==> config.mk <==
export PLATFORM = sky130hd
export DESIGN_NAME = wakeup_watchdog_reset_supervisor
export DESIGN_NICKNAME = d
export VERILOG_FILES = /design/src/include/supervisor_pkg.sv /design/src/rtl/sync_edge.sv /design/src/rtl/wakeup_watchdog_reset_supervisor.sv
export SDC_FILE = /design/constraint.sdc
export NUM_CORES = 1
export LEC_CHECK = 0
export BUFFER_PORTS_ARGS = -buffer_cell sky130_fd_sc_hd__buf_4
export CORE_AREA = 3 3 71 100
export DETAILED_ROUTE_END_ITERATION = 16
export DIE_AREA = 0 0 74 103
export PLACE_DENSITY_LB_ADDON = 0.2
export SYNTH_ARGS = -nofsm -noshare
export SYNTH_HDL_FRONTEND = slang
export SYNTH_SLANG_ARGS = --single-unit
==> constraint.sdc <==
create_clock -name clk -period 2.8 [get_ports clk]
set_clock_uncertainty 0.2 [all_clocks]
set_input_delay 0.42 -clock clk [delete_from_list [all_inputs] [get_ports clk]]
set_output_delay 0.42 -clock clk [all_outputs]
set_load 0.1 [all_outputs]
==> src/include/supervisor_pkg.sv <==
/*
 * constants for the wakeup / watchdog / reset supervisor.
 * assumes a 125 MHz device clock; times are held in their own unit and
 * converted to cycle counts here.
 */
package supervisor_pkg;
    localparam int unsigned clk_mhz = 125;
    // response limits in ns
    localparam int unsigned wake_resp_max_ns = 5000;
    localparam int unsigned wake_resp_max_cyc = (wake_resp_max_ns * clk_mhz) / 1000;
    // default timebase in us (longer timing option at reference setting)
    localparam int unsigned wake_period_us = 75000;
    localparam int unsigned reset_pulse_us = 9000;
    localparam int unsigned reset_to_wake_us = 37500;
    localparam int unsigned wake_period_cyc = wake_period_us * clk_mhz;
    localparam int unsigned reset_pulse_cyc = reset_pulse_us * clk_mhz;
    localparam int unsigned reset_to_wake_cyc = reset_to_wake_us * clk_mhz;
    localparam int cnt_w = 32;
endpackage : supervisor_pkg

==> src/rtl/sync_edge.sv <==
/*
 * two-flop synchroniser with falling-edge detector.
 * assumes an asynchronous input and a reset synchronised to clk.
 */
`timescale 1ns/1ps
module sync_edge (
    // clock and reset
    input wire logic clk,
    input wire logic rst_n,
    // async input
    input wire logic din,
    // synchronised level and falling-edge pulse
    output logic level,
    output logic fall
);
    logic meta;
    logic stable;
    logic prev;
    logic next_fall;

    always_comb begin
        next_fall = prev & ~stable;
    end

    always_ff @(posedge clk or negedge rst_n) begin
        if (!rst_n) begin
            meta <= 1'b1;
            stable <= 1'b1;
            prev <= 1'b1;
            fall <= 1'b0;
        end else begin
            meta <= din;
            stable <= meta;
            prev <= stable;
            fall <= next_fall;
        end
    end

    assign level = stable;
endmodule : sync_edge

==> src/rtl/wakeup_watchdog_reset_supervisor.sv <==
/*
 * wakeup square wave generator, watchdog and active-low reset supervisor.
 * assumes the host drives service_pulse_in and supply_ok comes from an
 * analog comparator; both are asynchronous and are synchronised here.
 */
// Function
// (RULE1) only falling service edges count as service
// (RULE2) service edge drives wakeup low
// (RULE3) wakeup falls within 5 us of edge
// (RULE4) wakeup falls within 5 us of reset
// (RULE5) wait after reset before wakeup rises
// (RULE6) hold reset until supply in regulation
// (RULE7) reset while supply out of regulation
// (RULE8) reset pulse when period lacks service
// (RULE9) host answers wakeup with service pulse
// (RULE10) extra edges in same cycle ignored
// (RULE11) wakeup low during reset, then restarts
// (RULE12) wakeup is 50 percent square wave
// (RULE13) timeout reset at cycle end only
// (RULE14) timebase as cycle parameters, synchronised supply flag
// (RULE15) service input synchronised before edge detection
`timescale 1ns/1ps
module wakeup_watchdog_reset_supervisor #(
    parameter int unsigned period_cyc = supervisor_pkg::wake_period_cyc,
    parameter int unsigned pulse_cyc = supervisor_pkg::reset_pulse_cyc,
    parameter int unsigned delay_cyc = supervisor_pkg::reset_to_wake_cyc
) (
    // clock and reset
    input wire logic clk,
    input wire logic reset_n,
    // supply monitor and host service input
    input wire logic supply_ok,
    input wire logic service_pulse_in,
    // outputs to host
    output logic wakeup,
    output logic host_reset_n
);
    typedef enum logic [3:0] {
        st_reset = 4'b0001,
        st_delay = 4'b0010,
        st_high = 4'b0100,
        st_low = 4'b1000
    } state_e;

    localparam logic [31:0] half_cyc = 32'(period_cyc / 2);
    localparam logic [31:0] pulse_c = 32'(pulse_cyc);
    localparam logic [31:0] delay_c = 32'(delay_cyc);

    localparam int resp_max = int'(supervisor_pkg::wake_resp_max_cyc);

    logic rs0, rs1;
    logic sup_meta, sup_ok;
    logic svc_fall;
    logic svc_level;
    state_e state, next_state;
    logic [supervisor_pkg::cnt_w-1:0] cnt, next_cnt;
    logic serviced, next_serviced;
    logic next_wakeup, next_host_reset_n;

    // true in the last cycle of a span of limit cycles
    function automatic logic count_done(input logic [31:0] count, input logic [31:0] limit);
        count_done = (count >= limit - 32'h1);
    endfunction : count_done

    always_ff @(posedge clk or negedge reset_n) begin
        if (!reset_n) begin
            rs0 <= 1'b0;
            rs1 <= 1'b0;
        end else begin
            rs0 <= 1'b1;
            rs1 <= rs0;
        end
    end

    always_ff @(posedge clk or negedge rs1) begin
        if (!rs1) begin
            sup_meta <= 1'b0;
            sup_ok <= 1'b0;
        end else begin
            sup_meta <= supply_ok; // RULE14
            sup_ok <= sup_meta;
        end
    end

    sync_edge u_svc (
        .clk(clk),
        .rst_n(rs1),
        .din(service_pulse_in), // RULE15
        .level(svc_level),
        .fall(svc_fall) // RULE1
    );

    always_comb begin
        next_state = state;
        next_cnt = cnt + 32'h1;
        next_serviced = serviced;
        unique case (state)
            st_reset: begin
                // held until supply good and pulse time served
                if (!sup_ok) begin
                    next_cnt = 32'h0; // RULE6 RULE7
                end else if (count_done(cnt, pulse_c)) begin
                    next_state = st_delay;
                    next_cnt = 32'h0;
                end
            end
            st_delay: begin
                if (count_done(cnt, delay_c)) begin
                    next_state = st_high; // RULE5
                    next_cnt = 32'h0;
                    next_serviced = 1'b0;
                end
            end
            st_high: begin
                if (svc_fall && !serviced) begin
                    next_serviced = 1'b1; // RULE2 RULE10
                end
                if (count_done(cnt, half_cyc)) begin
                    next_state = st_low; // RULE12
                    next_cnt = 32'h0;
                end
            end
            st_low: begin
                if (svc_fall) begin
                    next_serviced = 1'b1;
                end
                if (count_done(cnt, half_cyc)) begin
                    next_cnt = 32'h0;
                    next_serviced = 1'b0;
                    if (serviced || svc_fall) begin
                        next_state = st_high;
                    end else begin
                        next_state = st_reset; // RULE8 RULE13
                    end
                end
            end
        endcase
        if (!sup_ok && state != st_reset) begin
            next_state = st_reset; // RULE7
            next_cnt = 32'h0;
        end
        next_host_reset_n = (next_state != st_reset);
        // low whenever not in high half or already serviced
        next_wakeup = (next_state == st_high) && !next_serviced; // RULE3 RULE4 RULE11
    end

    always_ff @(posedge clk or negedge rs1) begin
        if (!rs1) begin
            state <= st_reset;
            cnt <= 32'h0;
            serviced <= 1'b0;
            wakeup <= 1'b0;
            host_reset_n <= 1'b0;
        end else begin
            state <= next_state;
            cnt <= next_cnt;
            serviced <= next_serviced;
            wakeup <= next_wakeup;
            host_reset_n <= next_host_reset_n;
        end
    end

    // checks on the outputs and the service path

    chk_wake_fall_svc: assert property (@(posedge clk) disable iff (!rs1) // RULE2
        (svc_fall && wakeup) |-> ##1 !wakeup)
        else $error("wakeup not low after service");

    chk_wake_resp: assert property (@(posedge clk) disable iff (!rs1) // RULE3
        $fell(svc_level) && wakeup |-> ##[1:3] !wakeup)
        else $error("wakeup slow");

    chk_wake_in_reset: assert property (@(posedge clk) disable iff (!rs1) // RULE11
        !host_reset_n |-> !wakeup)
        else $error("wakeup high in reset");

    chk_reset_supply: assert property (@(posedge clk) disable iff (!rs1) // RULE7
        !sup_ok |-> ##[1:2] !host_reset_n)
        else $error("no reset on low supply");

    chk_reset_wake: assert property (@(posedge clk) disable iff (!rs1) // RULE4
        $fell(host_reset_n) |-> !wakeup)
        else $error("wakeup high at reset");

    chk_reset_resp: assert property (@(posedge clk) disable iff (!rs1) // RULE4
        $fell(sup_ok) |-> ##[1:resp_max] !wakeup)
        else $error("wakeup slow after supply loss");

    chk_delay_low: assert property (@(posedge clk) disable iff (!rs1) // RULE5
        $rose(host_reset_n) |-> !wakeup [*2])
        else $error("wakeup rose without delay");

    chk_delay_len: assert property (@(posedge clk) disable iff (!rs1) // RULE5
        (state == st_delay && !count_done(cnt, delay_c)) |=> !wakeup)
        else $error("wakeup rose before delay end");

    chk_wake_restart: assert property (@(posedge clk) disable iff (!rs1) // RULE11
        (state == st_delay && count_done(cnt, delay_c) && sup_ok) |=> wakeup)
        else $error("wakeup did not restart");

    chk_release_supply: assert property (@(posedge clk) disable iff (!rs1) // RULE6
        $rose(host_reset_n) |-> $past(sup_ok))
        else $error("reset released without supply");

    chk_pulse_len: assert property (@(posedge clk) disable iff (!rs1) // RULE8
        (state == st_reset && sup_ok && !count_done(cnt, pulse_c)) |=> !host_reset_n)
        else $error("reset pulse too short");

    chk_timeout_end: assert property (@(posedge clk) disable iff (!rs1) // RULE8
        ($fell(host_reset_n) && $past(sup_ok))
        |-> ($past(state) == st_low && !$past(serviced) && !$past(svc_fall)))
        else $error("bad timeout");

    chk_timeout_edge: assert property (@(posedge clk) disable iff (!rs1) // RULE13
        ($fell(host_reset_n) && sup_ok && $past(sup_ok)) |-> $past(cnt) == half_cyc - 32'h1)
        else $error("timeout mid-cycle");

    chk_low_len: assert property (@(posedge clk) disable iff (!rs1) // RULE13
        (state == st_low && sup_ok && !count_done(cnt, half_cyc)) |=> state == st_low)
        else $error("low half cut short");

    chk_high_len: assert property (@(posedge clk) disable iff (!rs1) // RULE12
        (state == st_high && sup_ok && !count_done(cnt, half_cyc)) |=> state == st_high)
        else $error("high half cut short");

    chk_once_cycle: assert property (@(posedge clk) disable iff (!rs1) // RULE10
        (state == st_high && serviced && svc_fall) |=> (serviced && !wakeup))
        else $error("second edge acted");

    chk_fall_only: assert property (@(posedge clk) disable iff (!rs1) // RULE1
        svc_fall |-> ($past(svc_level, 2) && !$past(svc_level)))
        else $error("service event without falling edge");

    chk_svc_once: assert property (@(posedge clk) disable iff (!rs1) // RULE15
        svc_fall |=> !svc_fall)
        else $error("service edge counted twice");
endmodule : wakeup_watchdog_reset_supervisor

## Word-level counts from Yosys, hierarchy flattened

Index checks and enable logic that the tools add are counted.

| cells by class | value |
|---|---|
| reduce and logical (&&, ||, !) cells | 8 |
| div/mod/pow operators | 0 |
| shifts and indexed selects | 0 |
| bitwise gates (word level) | 2 |
| add/subtract/negate cells | 1 |
| order comparisons | 2 |
| equality and inequality tests | 7 |
| multiplexer cells | 18 |
| multiply operators | 0 |

Operators by type and width:

| kind | count |
|---|---|
| two-way mux 32 bit | 4 |
| case mux 32 bit (2 select lines) | 1 |
| adder 32 x 1 -> 32 bit (second input constant) | 1 |
| greater-or-equal comparator 32 x 21 -> 1 bit (second input constant) | 1 |
| greater-or-equal comparator 32 x 23 -> 1 bit (second input constant) | 1 |
| two-way mux 4 bit | 6 |
| case mux 4 bit (4 select lines) | 1 |
| equality test 4 x 3 -> 1 bit (second input constant) | 2 |
| inequality test 4 x 1 -> 1 bit (second input constant) | 2 |
| equality test 4 x 1 -> 1 bit (second input constant) | 1 |
| equality test 4 x 2 -> 1 bit (second input constant) | 1 |
| equality test 4 bit (second input constant) | 1 |
| two-way mux 1 bit | 4 |
| logical AND 1 bit | 3 |
| zero test 1 bit | 3 |
| two-way mux 3 bit | 1 |
| case mux 1 bit (3 select lines) | 1 |
| OR reduction 3 bit | 1 |
| bitwise AND 1 bit | 1 |
| logical OR 1 bit | 1 |
| inverter 1 bit | 1 |

| word-level totals | value |
|---|---|
| latch bits | 0 |
| memories | 0 |
| register bits after elaboration | 47 |
| output and inout bits | 2 |
| bits in read-only memories | 0 |
| memory bits (writable) | 0 |

## Longest topological paths before layout

Gate-level depths: netlist of the first run.

| depth | value |
|---|---|
| word-level depth | 7 |
| depth in mapped cells | 8 |
| depth with buffers taken out | 7 |

## By module

From an unflattened synthesis of the first run, not the netlist that was laid out.

| unflattened totals | value |
|---|---|
| cells, all modules | 213 |
| area total of the unflattened synthesis | 2,219.6 sq um |

Modules (own cells, without submodules):

| module | sequential area each (sq um) | cells each | instances | area an instance (sq um) |
|---|---|---|---|---|
| wakeup_watchdog_reset_supervisor | 1,077.3 | 208 | 1 | 2,102.0 |
| sync_edge | 103.8 | 5 | 1 | 117.6 |

## Worst setup path before layout of the first run

No wires, ideal clock.

| path | value |
|---|---|
| path type | flip-flop to flip-flop |
| start | register cnt[31] (netlist name) |
| end | register wakeup |
| data arrival time | 2,051 ps |
| buffers on the path | 0 |
| cell stages (with the launch flop) | 7 |
| setup time | 111 ps |
| slack | 438 ps |
| clock period less this slack | 2,362 ps |
| path through | dfrtp_1 nor4_2 nand2_1 or4_4 or2_4 a211o_1 a2111oi_2 |

| between the ends | value |
|---|---|
| word-level cells in the longest chain between the ends | 7 |

RTL lines:

| element | RTL line | text |
|---|---|---|
| start, declared | wakeup_watchdog_reset_supervisor.sv:56 | `logic [supervisor_pkg::cnt_w-1:0] cnt, next_cnt;` |
| start signal, assigned | wakeup_watchdog_reset_supervisor.sv:156 | `cnt <= next_cnt;` |
| greater-or-equal comparator 32 x 21 -> 1 bit | wakeup_watchdog_reset_supervisor.sv:62 | `count_done = (count >= limit - 32'h1);` |
| two-way mux 4 bit | wakeup_watchdog_reset_supervisor.sv:102 | `end else if (count_done(cnt, pulse_c)) begin` |
| two-way mux 4 bit | wakeup_watchdog_reset_supervisor.sv:100 | `if (!sup_ok) begin` |
| case mux 4 bit (4 select lines) | wakeup_watchdog_reset_supervisor.sv:97 | `unique case (state)` |
| two-way mux 4 bit | wakeup_watchdog_reset_supervisor.sv:138 | `if (!sup_ok && state != st_reset) begin` |
| equality test 4 x 3 -> 1 bit | wakeup_watchdog_reset_supervisor.sv:144 | `next_wakeup = (next_state == st_high) && !next_serviced;` |
| logical AND 1 bit * | wakeup_watchdog_reset_supervisor.sv:144 |  |
| via next_wakeup | wakeup_watchdog_reset_supervisor.sv:58 | `logic next_wakeup, next_host_reset_n;` |
| end signal, assigned | wakeup_watchdog_reset_supervisor.sv:158 | `wakeup <= next_wakeup;` |
| end, declared | wakeup_watchdog_reset_supervisor.sv:35 | `output logic wakeup,` |

The timed path passes the listed nets; every way through them passes the cells marked *.

## Final worst setup path of the first run

| path | value |
|---|---|
| start | register cnt[0] (netlist name) |
| end | register wakeup |

The elaborated chain is that of the path after synthesis.

==> results.yml, run 1 <==
outcome:
  status: "completed"
power:
  p_int_uw: 1060
  ir_drop_mv: 0.269
  p_total_uw: 1460
  swShare_pct: 27.7
  p_sw_uw: 405
  p_leak_uw: 0.00104
  pwr-share-seq_pct: 52.3
  power_density_nw_per_um2: 589
  pwr-share-comb_pct: 13.9
  clock_power_share_pct: 33.8
finish:
  drive_gt1_share_pct: 12.4
  antenna_cells: 0
  nets: 237
  reg_top3: "cnt (32), state (4)"
  area_delta_synth_final_pct: 13.1
  largest_reg_flops: 32
  postLayoutCoreUtil_pct: 39.7
  fillers: 596
  regMostFlops: "cnt"
setup_path:
  cp.required_ns: 2.80
  crit_chain: "ha_1 > and2_1 > o311ai_1 > a21oi_1 > or2_4 > a211o_1 > a2111oi_2"
  endpoint_kind: "register"
  worstPathMaxFanout: 4
  worst_path_max_delay_cell: "dfrtp_1"
  arrival_ns: 2.55
  start_kind: "register"
  critical_path_class: "reg -> reg"
  cpPeakStageDelay_ns: 0.40
synth:
  synth-seq-cells: 47
  ys.flop_type: "dfrtp_1"
  synth-edff-count: 0
  synth_cell_types: 45
  postSynthCellCount: 214
  synth_area_per_cell_um2: 10.2
  synth_area_um2: 2190
  ys_seq_area_share_pct: 53.9
  async_flop_share_pct: 100
  synth_warnings: 0
cts:
  numCtsBuffers: 5
  clk_latency_ns: 0.30
  cts_tree: "built"
  cts.sinks: 47
  htree_num_levels: 2
  clk_pin_slew_ns: 0.09
  cts_buffer_depth: 2
  clockRootBuffer: "clkbuf_8"
  cts_resized: 0
drt:
  drc_errors: 0
  dr.pass1.iters: 4
  vias_per_cell: 5.02
  drtIter0Drc: 45
  wl_per_cell_um: 13.1
  drt_wl_total_um: 3980
  ant_nets: 0
  num_vias: 1531
floorplan:
  die_h_um: 103
  rows: 34
  initial_core_util_pct: 35.1
  die_w_um: 74
  ioPinCount: 6
  die_area_um2: 7620
  coreArea_um2: 6250
global_route:
  grt_pass1_wl_um: 7040
  grt_use_total_pct: 12.0
  grt_max_degree: 46
  antenna_found_initial: 0
  grt_pass1_vias: 1524
  grt_overflow: 0
timing:
  hold_viol: 0
  whs_ns: 0.0231
  timing.setup.tns_ns: 0
  tightest_slew_ns: 0.950
  fin_crit_sh_pct: 91.3
  relSlewSlack_pct: 36.7
  fmax_ghz: 0.391
  slew_viol_final: 0
  setup_viol: 0
  rsz0062_at_grt: "false"
  period_needed_ns: 2.56
place:
  place_congestion: 0.778
  portBuffers: 5
  dp_hpwl_um: 2830
hold_path:
  min_path_type: "in -> reg"
run:
  maxCapViolCount: 0
-- per-stage QoR --
step | worst slack, ns | area [um^2] | std cells
finish | 0.243 | 2480 | 305
global route | 0.0742 | 2480 | 305
CTS | 0.239 | 2480 | 305
detailed placement | 0.265 | 2360 | 296
global placement | 0.297 | 2360 | 296
floorplan | 0.438 | 2220 | 222
-- cell usage in the layout, fill, tap and decap left out, types with 3 or more instances in the layout --
master,count
a211oi_1,3
a21oi_1,5
and2_1,3
and3_1,6
buf_4,10
clkbuf_8,5
conb_1,10
dfrtp_1,42
dfstp_2,4
inv_1,5
nand2_1,14
nand3_1,8
nand4_1,4
nor2_1,35
nor2b_1,3
nor3_1,4
nor4_1,3
o21ai_0,3
o21ai_1,3
o221ai_1,3
o31a_1,3
or3_1,4
xnor2_1,9
xor2_1,13
-- routing by layer --
layer  wire length (um)  global-route usage [%]  up-vias  part of all wire [%]
met1               1910                    15.3      736                    48
met3                 73                    2.83        7                   1.8
met5                  0                       0        -                     0
met4                 82                    5.16        0                   2.1
met2               1920                    19.2       11                    48
li1                   -                       -      777                     -
-- repair_timing --
item / in CTS / in global routing
endpoints found under the hold margin: 2 / 0
hold buffers: 1 / 0
buffers inserted: 0 / 0
-- cells by family after synthesis --
family	share of synthesized area, %
other	0.343
XOR/XNOR	8.79
multiplexers	1.43
adder cells (fa/ha/maj)	0.571
buffers and inverters	2.28
AND/OR/NAND/NOR	21.3
AO/OA/AOI/OAI	11.4
flip-flops	53.9
-- cells in the mapped netlist (2+ instances only) --
library cell,instances,area (um^2)
a211oi_1,3,22.5
nor4_2,2,25.0
xor2_1,13,114
dfrtp_1,43,1080
nor2_1,35,131
o21ai_1,3,15.0
a21oi_1,5,25.0
a21o_1,2,15.0
nand2_1,14,52.6
and3_1,6,37.5
nor3_1,4,20.0
inv_1,5,18.8
dfstp_2,4,105
mux2i_1,2,20.0
conb_1,2,7.51
and2_1,3,18.8
nand3_1,8,40.0
o21ai_0,3,15.0
o31a_1,3,26.3
or3_1,4,25.0
nor4_1,3,18.8
a211o_1,2,17.5
o221ai_1,3,26.3
nand4_1,4,25.0
o31ai_1,2,15.0
xnor2_1,9,78.8
nor2b_1,3,18.8
clkbuf_1,7,26.3
-- worst max-delay path: cells and delay by family, from the launching register on --
family          cells  cell delay, ns
simple gates        2            0.50
compound gates      4            1.11
fa+ha+maj           1            0.25
flops               1            0.40
-- final timing paths --
| path | endpoint | startpoint | slack [ns] | cells past startpoint |
|---|---|---|---|---|
| max in group asynchronous | cnt[10] | rs1 | 1.58 | 0 |
| worst max-delay path | wakeup | cnt[0] | 0.24 | 7 |
| worst min-delay path | sup_meta | supply_ok | 0.02 | 1 |
| min in group asynchronous | cnt[24] | rs1 | 0.23 | 0 |
| worst max register to register | wakeup | cnt[0] | 0.24 | 7 |
| worst min register to register | sup_ok | sup_meta | 0.16 | 0 |
-- final cells by class --
type	count	area, um^2	area share [%]
sequential	47	1180	47.7
multi-input combinational	162	991	40.0
tap	72	90.1	3.63
timing repair buffer	11	85.1	3.43
clock buffer	5	68.8	2.77
clock inverter	3	43.8	1.77
inverter	5	18.8	0.757
-- power groups by stage --
stage	clock [uW]	sequential [uW]	combinational, uW
after CTS	517	765	204
after detailed placement	0	779	201
after global placement	0	778	204
after global routing	539	772	224
final	494	764	203
after floorplan	0	791	139
Power figures use the tool's default switching activity.
==> run 2: changes to the inputs <==
- CORE_AREA: 3 3 71 100 -> 3 3 84 86
- DIE_AREA: 0 0 74 103 -> 0 0 87 89
==> results.yml, run 2 (same netlist as run 1, synthesis figures left out) <==
setup_path:
  rr_endpoint: "wakeup"
  reg2reg_from: "cnt[31]"
  path_depth: 6
  endpoint_kind: "register"
  crit_chain: "nor4_2 > nand2_1 > or4_4 > or2_4 > a211o_1 > a2111oi_2"
  start_kind: "register"
  r2r_slack_ns: 0.30
  critPathTopFamily: "simple AND/OR/NAND/NOR gates"
  cp.required_ns: 2.79
  critical_path_class: "reg -> reg"
  cpPeakStageDelay_ns: 0.47
  critPathBufInv: 0
  worstPathMaxFanout: 6
  r2r_cells: 6
  worst_path_max_delay_cell: "or4_4"
  arrival_ns: 2.49
cts:
  cts_tree: "built"
  cts_buffer_depth: 2
  postCtsSetupRepairBufs: 0
  clk_latency_ns: 0.30
  cts.sinks: 47
  clockRootBuffer: "clkbuf_8"
  clk_pin_slew_ns: 0.08
  numCtsBuffers: 5
  htree_num_levels: 2
power:
  p_total_uw: 1470
  power_density_nw_per_um2: 592
  ir_drop_mv: 0.397
  p_leak_uw: 0.00104
finish:
  fillers: 614
  reg_top3: "cnt (32), state (4)"
  regArea_um2: 1180
  antenna_cells: 0
  final_common_cell: "dfrtp_1"
  area_delta_synth_final_pct: 13.7
  regMostFlops: "cnt"
  multi_input_comb_area_um2: 996
  postLayoutCoreUtil_pct: 39.3
  largest_reg_flops: 32
  final_cell_mix: "42 x dfrtp_1, 35 x nor2_1, 14 x nand2_1"
  drive_gt1_share_pct: 12.4
  nets: 238
floorplan:
  coreArea_um2: 6350
  die_w_um: 87
  rows: 29
  initial_core_util_pct: 34.5
  ioPinCount: 6
  die_area_um2: 7740
  die_h_um: 89
drt:
  drt_wl_total_um: 4120
  drc_errors: 0
  ant_nets: 0
  vias_per_cell: 4.92
  num_vias: 1530
  drtIter0Drc: 144
  wl_per_cell_um: 13.2
  dr.pass1.iters: 4
run:
  maxCapViolCount: 0
hold_path:
  min_from: "supply_ok"
  min_to: "sup_meta"
  min_path_type: "in -> reg"
  holdPathStages: 1
timing:
  slew_viol_final: 0
  fin_crit_sh_pct: 89.4
  relSlewSlack_pct: 36.0
  timing.setup.tns_ns: 0
  whs_ns: 0.0292
  rsz0062_at_grt: "false"
  fmax_ghz: 0.400
  setup_viol: 0
  hold_viol: 0
  period_needed_ns: 2.50
  tightest_slew_ns: 0.961
global_route:
  antenna_found_initial: 0
  grt_max_degree: 46
  grt_util_met2_pct: 17.3
  use_met1_pct: 17.9
  grt_pass1_vias: 1529
  grt.busiest_layer: "met1"
  grt_pass1_wl_um: 7480
  use_met3_pct: 2.21
  grt_overflow: 0
  grt_use_total_pct: 12.1
outcome:
  status: "completed"
place:
  portBuffers: 5
  dp_hpwl_um: 2800
  place_congestion: 0.748
-- run 2: changes by cell type in the layout (fill, tap and decap cells not counted), sizes merged --
cell / change
clkbuf: +2
buf: +1
clkinv: -2
-- run 2: per-layer routing --
metal / vias to the layer above / part of all wire, %
met4: 0 / 0.97
met3: 2 / 2.2
met1: 735 / 52
li1: 777 / -
met2: 16 / 45
met5: - / 0
-- run 2: metrics by stage --
| stage | std cells | instance area, um^2 | worst slack (ns) |
|---|---|---|---|
| 2_1_floorplan | 222 | 2220 | 0.438 |
| 3_3_place_gp | 302 | 2370 | 0.239 |
| 3_5_place_dp | 302 | 2370 | 0.286 |
| 4_1_cts | 311 | 2490 | 0.267 |
| 5_1_grt | 311 | 2490 | 0.0387 |
| 6_report | 311 | 2490 | 0.298 |
-- run 2: worst max path at each step --
stage | from | to
6_report | cnt[31] | wakeup
5_1_grt | cnt[27] | wakeup
4_1_cts | cnt[31] | wakeup
3_5_place_dp | cnt[31] | wakeup
3_3_place_gp | cnt[14] | wakeup
2_1_floorplan | cnt[31] | wakeup
-- run 2: power breakdown --
group	internal (uW)	total, uW	leakage (uW)	switching (uW)
Combinational	86.8	218	0.000386	132
Clock	268	493	0.0000524	225
Sequential	714	764	0.000604	49.7
-- run 2: repair_timing --
item                                    CTS  global route
gates resized for setup                   0             1
endpoints found under the setup margin    0             4
hold buffers                              1             0
hold endpoints to repair                  2             0
-- run 2: cell type report --
| cell class | instances | area share [%] |
|---|---|---|
| Clock buffer | 7 | 3.06 |
| Clock inverter | 1 | 1.20 |
| Inverter | 5 | 0.753 |
| Multi-Input combinational cell | 162 | 40.0 |
| Sequential cell | 47 | 47.4 |
| Tap cell | 77 | 3.87 |
| Timing Repair Buffer | 12 | 3.71 |
